===== config.mk =====
export PLATFORM = sky130hd
export DESIGN_NAME = cpu_banked_register_file
export DESIGN_NICKNAME = d
export VERILOG_FILES = /design/src/core/regfile_pkg.sv /design/src/core/reg_bank.sv /design/src/core/cpu_banked_register_file.sv
export VERILOG_INCLUDE_DIRS = /design/src /design/src/core
export SDC_FILE = /design/constraint.sdc
export NUM_CORES = 1
export LEC_CHECK = 0
export BUFFER_PORTS_ARGS = -buffer_cell sky130_fd_sc_hd__buf_2
export CORE_MARGIN = 2
export CORE_UTILIZATION = 53
export DETAILED_ROUTE_END_ITERATION = 12
export HOLD_SLACK_MARGIN = 0.15
export PLACE_DENSITY_LB_ADDON = 0.08
export SLEW_MARGIN = 20
export SYNTH_ARGS = -nofsm -noshare
export SYNTH_HDL_FRONTEND = slang
export SYNTH_SLANG_ARGS = --single-unit

===== constraint.sdc =====
create_clock -name clk -period 2.6 [get_ports clk]
set_input_delay 0.52 -clock clk [delete_from_list [all_inputs] [get_ports clk]]
set_output_delay 0.52 -clock clk [all_outputs]
set_load 0.02 [all_outputs]

===== src/core/regfile_defs.svh =====
`ifndef REGFILE_DEFS_SVH
`define REGFILE_DEFS_SVH
`define TOTAL_CPU_REGS   13
`define BANKED_REGS      7
`define BANK_COUNT       2
`define WORD_W           16
`define BYTE_W           8
`define LONG_W           32
`define IDX_W            3
`define RESET_WORD       16'h0000
`endif


===== src/core/regfile_pkg.sv =====
package regfile_pkg;
	// register selector for word access
	typedef enum logic [2:0] {
		SEL_DATA_0,
		SEL_DATA_1,
		SEL_DATA_2,
		SEL_DATA_3,
		SEL_ADDR_0,
		SEL_ADDR_1,
		SEL_FRAME_BASE,
		SEL_NONE
	} reg_sel_t;
	// access width
	typedef enum logic [1:0] {
		ACC_WORD,
		ACC_LOW_BYTE,
		ACC_HIGH_BYTE,
		ACC_LONG
	} acc_size_t;
endpackage


===== src/core/reg_bank.sv =====
`timescale 1ns/1ps
`include "regfile_defs.svh"
module reg_bank (
	input  wire logic        clk,
	input  wire logic        rst,
	input  wire logic [6:0]  word_we,
	input  wire logic [6:0]  low_we,
	input  wire logic [6:0]  high_we,
	input  wire logic [15:0] wdata [0:6],
	output logic      [15:0] rdata [0:6]
);
	logic [15:0] store_reg  [0:6];
	logic [15:0] store_next [0:6];

	always_comb begin
		for (int i = 0; i < `BANKED_REGS; i++) begin
			store_next[i] = store_reg[i];
			if (word_we[i]) begin
				store_next[i] = wdata[i];
			end else begin
				// byte writes keep the other half
				if (low_we[i]) begin
					store_next[i][7:0] = wdata[i][7:0];
				end
				if (high_we[i]) begin
					store_next[i][15:8] = wdata[i][15:8];
				end
			end
		end
	end

	always_ff @(posedge clk) begin
		for (int i = 0; i < `BANKED_REGS; i++) begin
			store_reg[i] <= rst ? `RESET_WORD : store_next[i];
		end
	end

	assign rdata = store_reg;
endmodule


===== src/core/cpu_banked_register_file.sv =====
`timescale 1ns/1ps
`include "regfile_defs.svh"
//Contract
// - the core keeps thirteen registers, of which the four data, two address and frame base registers form a bank.
// - there are two bank copies; only the selected one is visible and the other keeps its contents.
// - the four data registers are 16 bits and serve as source and destination of transfers and operations.
// - data registers 0 and 1 can each be read and written as separate high and low bytes.
// - data registers 2:0 and 3:1 combine into 32-bit registers, the higher-numbered one as upper half.
module cpu_banked_register_file (
	input  wire logic                  clk,
	input  wire logic                  rst,
	input  wire logic                  bank_sel,
	input  wire logic                  wr_en,
	input  wire regfile_pkg::reg_sel_t wr_sel,
	input  wire regfile_pkg::acc_size_t wr_size,
	input  wire logic [31:0]           wr_data,
	input  wire regfile_pkg::reg_sel_t rd_a_sel,
	input  wire regfile_pkg::acc_size_t rd_a_size,
	input  wire regfile_pkg::reg_sel_t rd_b_sel,
	input  wire regfile_pkg::acc_size_t rd_b_size,
	output logic [31:0]                rd_a_data,
	output logic [31:0]                rd_b_data
);
	import regfile_pkg::*;

	// the remaining six core registers live outside this block
	localparam int UNBANKED = `TOTAL_CPU_REGS - `BANKED_REGS;

	logic [6:0]  word_we  [0:1];
	logic [6:0]  low_we   [0:1];
	logic [6:0]  high_we  [0:1];
	logic [15:0] wdata    [0:6];
	logic [15:0] bank_rd  [0:1][0:6];
	logic [15:0] vis      [0:6];
	logic [31:0] rd_a_next;
	logic [31:0] rd_b_next;
	logic [31:0] rd_a_reg;
	logic [31:0] rd_b_reg;

	genvar b;
	generate
		for (b = 0; b < `BANK_COUNT; b++) begin : g_bank
			reg_bank u_bank (
				.clk     (clk),
				.rst     (rst),
				.word_we (word_we[b]),
				.low_we  (low_we[b]),
				.high_we (high_we[b]),
				.wdata   (wdata),
				.rdata   (bank_rd[b])
			);
		end
	endgenerate

	// write decode: only the selected copy sees a strobe
	always_comb begin
		logic [6:0] w;
		logic [6:0] l;
		logic [6:0] h;
		w = 7'h00;
		l = 7'h00;
		h = 7'h00;
		for (int i = 0; i < `BANKED_REGS; i++) begin
			wdata[i] = wr_data[15:0];
		end
		if (wr_en && wr_sel != SEL_NONE) begin
			unique case (wr_size)
				ACC_WORD: begin
					w[wr_sel] = 1'b1;
				end
				ACC_LOW_BYTE: begin
					if (wr_sel == SEL_DATA_0 || wr_sel == SEL_DATA_1) begin
						l[wr_sel] = 1'b1;
					end
				end
				ACC_HIGH_BYTE: begin
					if (wr_sel == SEL_DATA_0 || wr_sel == SEL_DATA_1) begin
						h[wr_sel] = 1'b1;
						wdata[wr_sel] = {wr_data[7:0], 8'h00};
					end
				end
				ACC_LONG: begin
					// pair 2:0 when 0 or 2 is named, 3:1 when 1 or 3 is named
					if (wr_sel == SEL_DATA_0 || wr_sel == SEL_DATA_2) begin
						w[0] = 1'b1;
						w[2] = 1'b1;
						wdata[0] = wr_data[15:0];
						wdata[2] = wr_data[31:16];
					end else if (wr_sel == SEL_DATA_1 || wr_sel == SEL_DATA_3) begin
						w[1] = 1'b1;
						w[3] = 1'b1;
						wdata[1] = wr_data[15:0];
						wdata[3] = wr_data[31:16];
					end
				end
			endcase
		end
		word_we[0] = bank_sel ? 7'h00 : w;
		low_we[0]  = bank_sel ? 7'h00 : l;
		high_we[0] = bank_sel ? 7'h00 : h;
		word_we[1] = bank_sel ? w : 7'h00;
		low_we[1]  = bank_sel ? l : 7'h00;
		high_we[1] = bank_sel ? h : 7'h00;
	end

	always_comb begin
		for (int i = 0; i < `BANKED_REGS; i++) begin
			vis[i] = bank_sel ? bank_rd[1][i] : bank_rd[0][i];
		end
	end

	function automatic logic [31:0] read_port(input reg_sel_t sel, input acc_size_t size,
	                                          input logic [15:0] v [0:6]);
		logic [31:0] r;
		r = 32'h0000_0000;
		if (sel != SEL_NONE) begin
			unique case (size)
				ACC_WORD: r = {16'h0000, v[sel]};
				ACC_LOW_BYTE: begin
					if (sel == SEL_DATA_0 || sel == SEL_DATA_1) begin
						r = {24'h00_0000, v[sel][7:0]};
					end
				end
				ACC_HIGH_BYTE: begin
					if (sel == SEL_DATA_0 || sel == SEL_DATA_1) begin
						r = {24'h00_0000, v[sel][15:8]};
					end
				end
				ACC_LONG: begin
					if (sel == SEL_DATA_0 || sel == SEL_DATA_2) begin
						r = {v[2], v[0]};
					end else if (sel == SEL_DATA_1 || sel == SEL_DATA_3) begin
						r = {v[3], v[1]};
					end
				end
			endcase
		end
		return r;
	endfunction

	always_comb begin
		rd_a_next = read_port(rd_a_sel, rd_a_size, vis);
		rd_b_next = read_port(rd_b_sel, rd_b_size, vis);
	end

	always_ff @(posedge clk) begin
		rd_a_reg <= rst ? 32'h0000_0000 : rd_a_next;
		rd_b_reg <= rst ? 32'h0000_0000 : rd_b_next;
	end

	assign rd_a_data = rd_a_reg;
	assign rd_b_data = rd_b_reg;
endmodule


== Word level (Yosys, flattened, before mapping) ==
Cells that the tools add are included.

* Register bits after elaboration: 288
* Logic and storage cells: 204
* Memories: 0
* Bits in read-only memories: 0
* Output and inout bits: 64
* RAM bits: 0
* Latch bits: 0
* Bits of input ports: 51

* Multipliers: 0
* Bitwise operators: 5
* Equality and inequality tests: 21
* $add $sub $neg: 0
* Shift-type cells: 0
* Reduce and logical (&&, ||, !) cells: 48
* Divide/modulo/power cells: 0
* Magnitude comparators: 6
* Mux-type cells: 94

{| class="wikitable"
|+ Operators with widths
! operator !! count
|-
| $mux 16 || 29
|-
| $mux 8 || 32
|-
| $pmux 32 s4 || 2
|-
| $mux 112 || 2
|-
| $mux 32 || 4
|-
| $pmux 64 s2 || 1
|-
| $bwmux 112 || 1
|-
| $bmux 16 s3 || 2
|-
| $mux 7 || 12
|-
| $reduce_bool 2->1 || 28
|-
| $demux 16 s3 || 1
|-
| $mux 48 || 1
|-
| $eq 3x2->1 const B || 6
|-
| $eq 2x2->1 const B || 6
|-
| $ge 4x4->1 const B || 3
|-
| $not 3->4 || 3
|-
| $eq 3x1->1 const B || 3
|-
| $logic_not 3->1 || 3
|-
| $logic_or 1x1->1 || 9
|-
| $ne 3x3->1 const B || 3
|-
| $pmux 4 s2 || 1
|-
| $eq 2x1->1 const B || 3
|-
| $logic_not 2->1 || 3
|-
| $lt 3x4->1 const B || 1
|-
| other kinds (8) || 15
|}

== Depth between registers and ports, before layout ==
* Depth after elaboration: 11
* Mapped depth: 9

== Modules after synthesis ==
A second synthesis with hierarchy kept.

* Cells, all modules: 1849
* Area total of the unflattened synthesis: 17006.3 um^2

{| class="wikitable"
|+ By module, submodules not included
! module !! sequential area each (um^2) !! instances !! area an instance (um^2) !! cells each
|-
| reg_bank || 2242.2 || 2 || 4648.2 || 495
|-
| cpu_banked_register_file || 1281.2 || 1 || 7709.9 || 859
|}

== Worst setup path after synthesis ==
Ideal clock, no wire load.

* Path type: input -> register
* From: input wr_size[0]
* To: register g_bank[0].u_bank.store_reg, in the netlist g_bank[0].u_bank.rdata[88]
* Buffers on the path: 0
* Arrival time: 2.061 ns
* Cell stages on the path: 7
* Setup time: 0.062 ns
* Slack: 0.477 ns
* Data required time: 2.538 ns
* Cell sequence: inv_1 -> ha_1 -> nor2_1 -> o211ai_1 -> o22a_1 -> nor3_1 -> a22o_1

* Cells in the longest elaborated chain, start to end: 5
* Elaborated cells between the ends (all ways): 14
* Those cells by class: eq/ne (2); mux (10); reduce/logical (2)

{| class="wikitable"
|+ Ends and longest elaborated chain
! element !! RTL line !! RTL
|-
| from (decl) || cpu_banked_register_file.sv:15 || <nowiki>input wire regfile_pkg::acc_size_t wr_size,</nowiki>
|-
| $eq 2x2->1 / $logic_not 2->1 (equally long branches) || cpu_banked_register_file.sv:67 || <nowiki>unique case (wr_size)</nowiki>
|-
| $pmux 64 s2 (tied with other cells) || cpu_banked_register_file.sv:67 ||
|-
| $mux 112 / $mux 7 (equally long branches) || cpu_banked_register_file.sv:66 || <nowiki>if (wr_en && wr_sel != SEL_NONE) begin</nowiki>
|-
| $mux 8 (tied with other cells) || reg_bank.sv:25 || <nowiki>if (high_we[i]) begin</nowiki>
|-
| $mux 16 / $reduce_bool 2->1 (equally long branches) || n/a ||
|-
| to (signal, indexed assignment) || reg_bank.sv:34 || <nowiki>store_reg[i] <= rst ? `RESET_WORD : store_next[i];</nowiki>
|-
| to (decl) || reg_bank.sv:12 || <nowiki>logic [15:0] store_reg [0:6];</nowiki>
|}

Several ways; a longest one is shown, not always the timed one. The select of a mux whose other input is x is not followed.
A chain may end at the register's enable or synchronous reset.

== Final worst setup path ==
* From: input wr_size[0]
* To: register g_bank[0].u_bank.store_reg, in the netlist g_bank[0].u_bank.rdata[89]

Same word-level chain as after synthesis.

==> results <==
- The flow ran to the end, but the final reports show violations.
- The final reports fail on design-rule violations.
- The internal power is 7.65 mW.
- On the worst path, the slowest cell contributes a delay of 0.78 ns.
- The leakage power is 6.63 nW.
- The count of buffers inserted at the top-level ports is 114.
- The class of the tightest hold or removal check is in2reg.
- In this run the remaining antenna-violating nets after routing total 0.
- The number of top-level pins is 115.
- The critical path is of the in2reg type.
- The first global-routing pass estimated 79600 um of wire.
- The sequential-to-total area share from yosys stat is 40.9%.
- The die outline width is 167 um.
- The transition time of the tightest slew-check pin is 0.987 ns.
- For this run, design rule violations remaining after detail routing come to 8.
- After clock tree synthesis, the repair step resized 0 gates.
- Setup repair after global routing left no endpoint under its margin.
- The finished cells cover 16400 um2.
- The worst setup path is captured at a flip-flop.
- The most frequently used flop master after synthesis is sky130_fd_sc_hd__dfxtp_1.
- After detailed routing, the total wire length is 54300 um.
- Signal routing reaches up to met5.
- The synthesized netlist contains 55 unique library cells.
- Counting the buffers created by CTS gives 31.
- The number of endpoints failing setup at the final stage is 0.
- The signal on the critical path passes through buf_2 -> inv_1 -> ha_1 -> nor2_1 -> o211ai_1 -> o22a_1 -> nor3_1 -> a22o_1.
- The final count of hold timing violations is 0.
- Dividing the detail-routed wire length by the instance count gives 26.7 um.
- The worst hold path passes through 3 cells.
- The via density per instance is 6.52.
- For this configuration, the core starts out at a cell density of 54.0%.
- The share of the clock period used by the worst path is 82.9%.
- The count of warnings emitted by yosys is 0.
- In this run the number of cells on the critical path is 8.
- The placer's final routability congestion estimate is 1.02.
- The routed design could run at a clock period as short as 2.15 ns.
- The top cell type by total area after synthesis is sky130_fd_sc_hd__dfxtp_1.
- The floorplan has 59 rows.
- The post-DP HPWL is 39900 um.
- The total number of vias is 13200.
- The worst slew margin relative to its limit is 33.7%.
- The worst supply voltage drop on vdd is 648 uV.
- Clock-pin slew was measured on the worst setup and hold paths at 0.06 ns.
- STA puts the critical path data arrival time at 2.65 ns.
- The switching part of the total power is 24.5%.
- The DRC violation total after the first TritonRoute iteration is 1366.
- The placed cell area is 15300 um2.
- Entering global routing, the biggest net connects 113 pins.
- Synthesis produced a netlist with a net count of 1630.
- In this run the power spent charging and discharging nets is 2.48 mW.
- A synthesized cell averages 8.96 um2.
- The mapped netlist covers 14100 um2.
- The clock sink count is 288.
- The top cell types in the final layout, fill and taps aside, are sky130_fd_sc_hd__dfxtp_1 (288), sky130_fd_sc_hd__mux2i_1 (265), sky130_fd_sc_hd__nor2_1 (220).
- After clock tree synthesis, the flow added hold-fix buffers numbering 0.
- In the synthesized netlist, the number of instances is 1575.
- The kind of cell with the highest combined delay along the critical path is simple AND/OR/NAND/NOR gates.
- In the final design database the tool counted 1728 nets.
- The worst-skew pair later-pin latency is 0.58 ns.
- The cell count of the worst reg-to-reg path is 4.
- The post-route netlist has 17.3% of its cells at a drive strength greater than 1.
- The post-synthesis sequential element count is 288.
- The buffer levels on the longest clock path is 3.
- The count of inserted antenna diode cells is 0.
- The library cell used most frequently in the layout, excluding fill and tap cells, is sky130_fd_sc_hd__dfxtp_1.
- The CTS tree is yes.
- The number of antenna violations at the first check in global routing came to 4.
- The number of global-route vias before repair came to 12600.
- The data required time at the worst endpoint is 3.10 ns.
- The clock tree skew after final layout is 0.0251 ns.
- The routed design uses 24400 um of met2 wire.
- The core region area is 26100 um2.
- The share of power burned in combinational logic is 8.9%.
- Dividing total power by cell area gives a power density of 616 nW/um2.
- In this run the number of H-tree levels came out at 1.
- The synthesized design contains 0 enable-type register cells.
- Across all setup checks in the final design, the least slack found is 0.446 ns.
- The highest clock frequency the design can meet is 464 MHz.
- The max-slew violation total from the final report is 0.
- The routed design uses 4840 um of met3 wire.
- The first detailed-routing pass took 10 iterations.
- The largest driver fanout on the critical path is 8.
- The share of flip-flops with an asynchronous set or reset after synthesis is 0%.
- Across every metal layer, demand over resource in global routing totals 37.9%.
- The die is 167 um tall.
- STA classifies the critical path startpoint as a primary input.
- After detailed routing, the wire length on met1 is 22100 um.
- The total die area is 27900 um2.
- The area growth from synthesis to final layout is 16.5%.
- Ranked by total cell area, the synthesized netlist is headed by sky130_fd_sc_hd__dfxtp_1 (41%), sky130_fd_sc_hd__mux2i_1 (19%), sky130_fd_sc_hd__nor2_1 (5.9%), sky130_fd_sc_hd__o22ai_1 (4.7%), sky130_fd_sc_hd__a211oi_1 (4.3%).
- The number of max-capacitance violations reported is 0.
- The clock share of power is 47.0%.
- The cell chosen for the clock root is sky130_fd_sc_hd__clkbuf_16.
- Counting both buffers and inverters, the worst setup path holds a total of 2.
- The number of post-CTS setup repair buffers is 0.
- For this run the aggregate overflow at the end of global routing stands at 0.
- The worst slack after detailed placement is -0.0124 ns.
- The area share of the leading cell type in the synthesized netlist is 40.9%.
- The share of total power in sequential cells is 44.1%.
- The worst-path cell with the longest stage delay is sky130_fd_sc_hd__nor3_1.
[worst min-delay path: stages]
cell	delay (ns)
sky130_fd_sc_hd__buf_2	0.09
sky130_fd_sc_hd__a22oi_1	0.09
sky130_fd_sc_hd__a211oi_1	0.19
[cell usage after synthesis, drive strengths merged, types with 14 or more instances]
library cell	n
dfxtp	288
mux2i	265
nor2	225
nand2	114
o22ai	106
a211oi	83
clkbuf	76
o21ai	70
buf	60
a22o	48
nand3	46
a22oi	38
nor3	19
and3	16
mux2	15
nor4	14
[area by class of cell]
| type | count | area [um2] |
|---|---|---|
| clock buffer | 44 | 915 |
| clock inverter | 13 | 194 |
| fill | 2373 | 9690 |
| inverter | 9 | 33.8 |
| multi-input combinational | 1142 | 7740 |
| sequential | 288 | 5770 |
| tap | 335 | 419 |
| timing repair buffer | 201 | 1380 |
[power by group through the flow]
stage	sequential [mW]	clock (mW)	combinational [mW]
2_1_floorplan	4.57	0	0.518
3_3_place_gp	4.57	0	0.861
3_5_place_dp	4.57	0	0.867
4_1_cts	4.47	4.80	0.870
5_1_grt	4.47	4.98	0.933
6_report	4.47	4.76	0.899
[path summary, 6_finish.rpt]
path / endpoint / slack [ns] / startpoint
max: g_bank[0].u_bank.rdata[89]$_SDFFE_PP0P_ / 0.45 / wr_size[0]
min reg2reg: g_bank[0].u_bank.rdata[87]$_SDFFE_PP0P_ / 0.47 / g_bank[0].u_bank.rdata[87]$_SDFFE_PP0P_
min: g_bank[1].u_bank.rdata[56]$_SDFFE_PP0P_ / 0.36 / wr_data[24]
max reg2reg: rd_a_data[6]$_SDFF_PP0_ / 0.89 / g_bank[1].u_bank.rdata[38]$_SDFFE_PP0P_
[per-stage QoR]
| stage | std cells | hold WS [ns] | utilization [%] | power (mW) | TNS, ns |
|---|---|---|---|---|---|
| after CTS | 2032 | 0.348 | 62.9 | 10.1 | 0 |
| after global placement | 1975 | 0.451 | 58.6 | 5.43 | 0 |
| after floorplan | 1575 | 0.440 | - | 5.09 | 0 |
| after detailed placement | 1975 | 0.461 | 58.6 | 5.44 | -0.0475 |
| final | 2032 | 0.360 | 62.9 | 10.1 | 0 |
| after global routing | 2032 | 0.370 | 62.9 | 10.4 | 0 |
[per-layer routing]
metal / vias up / global-route usage (%)
met3: 157 / 7.92
li1: 6001 / -
met5: - / 0
met2: 647 / 61.2
met4: 6 / 17.1
met1: 6435 / 49.0
[cells by family after synthesis]
group | Yosys count | share of synthesized area [%]
AO/OA/AOI/OAI | 386 | 19.1
adder cells (fa/ha/maj) | 4 | 0.355
multiplexers | 281 | 20.2
AND/OR/NAND/NOR | 471 | 15.0
buffers and inverters | 145 | 4.57
flip-flops | 288 | 40.9
[state kept, by name, indices dropped and copies added, names as in the netlist]
signal and count:
g_bank.u_bank.rdata 224, rd_a_data 32, rd_b_data 32
(Power assumes the default switching activity.)
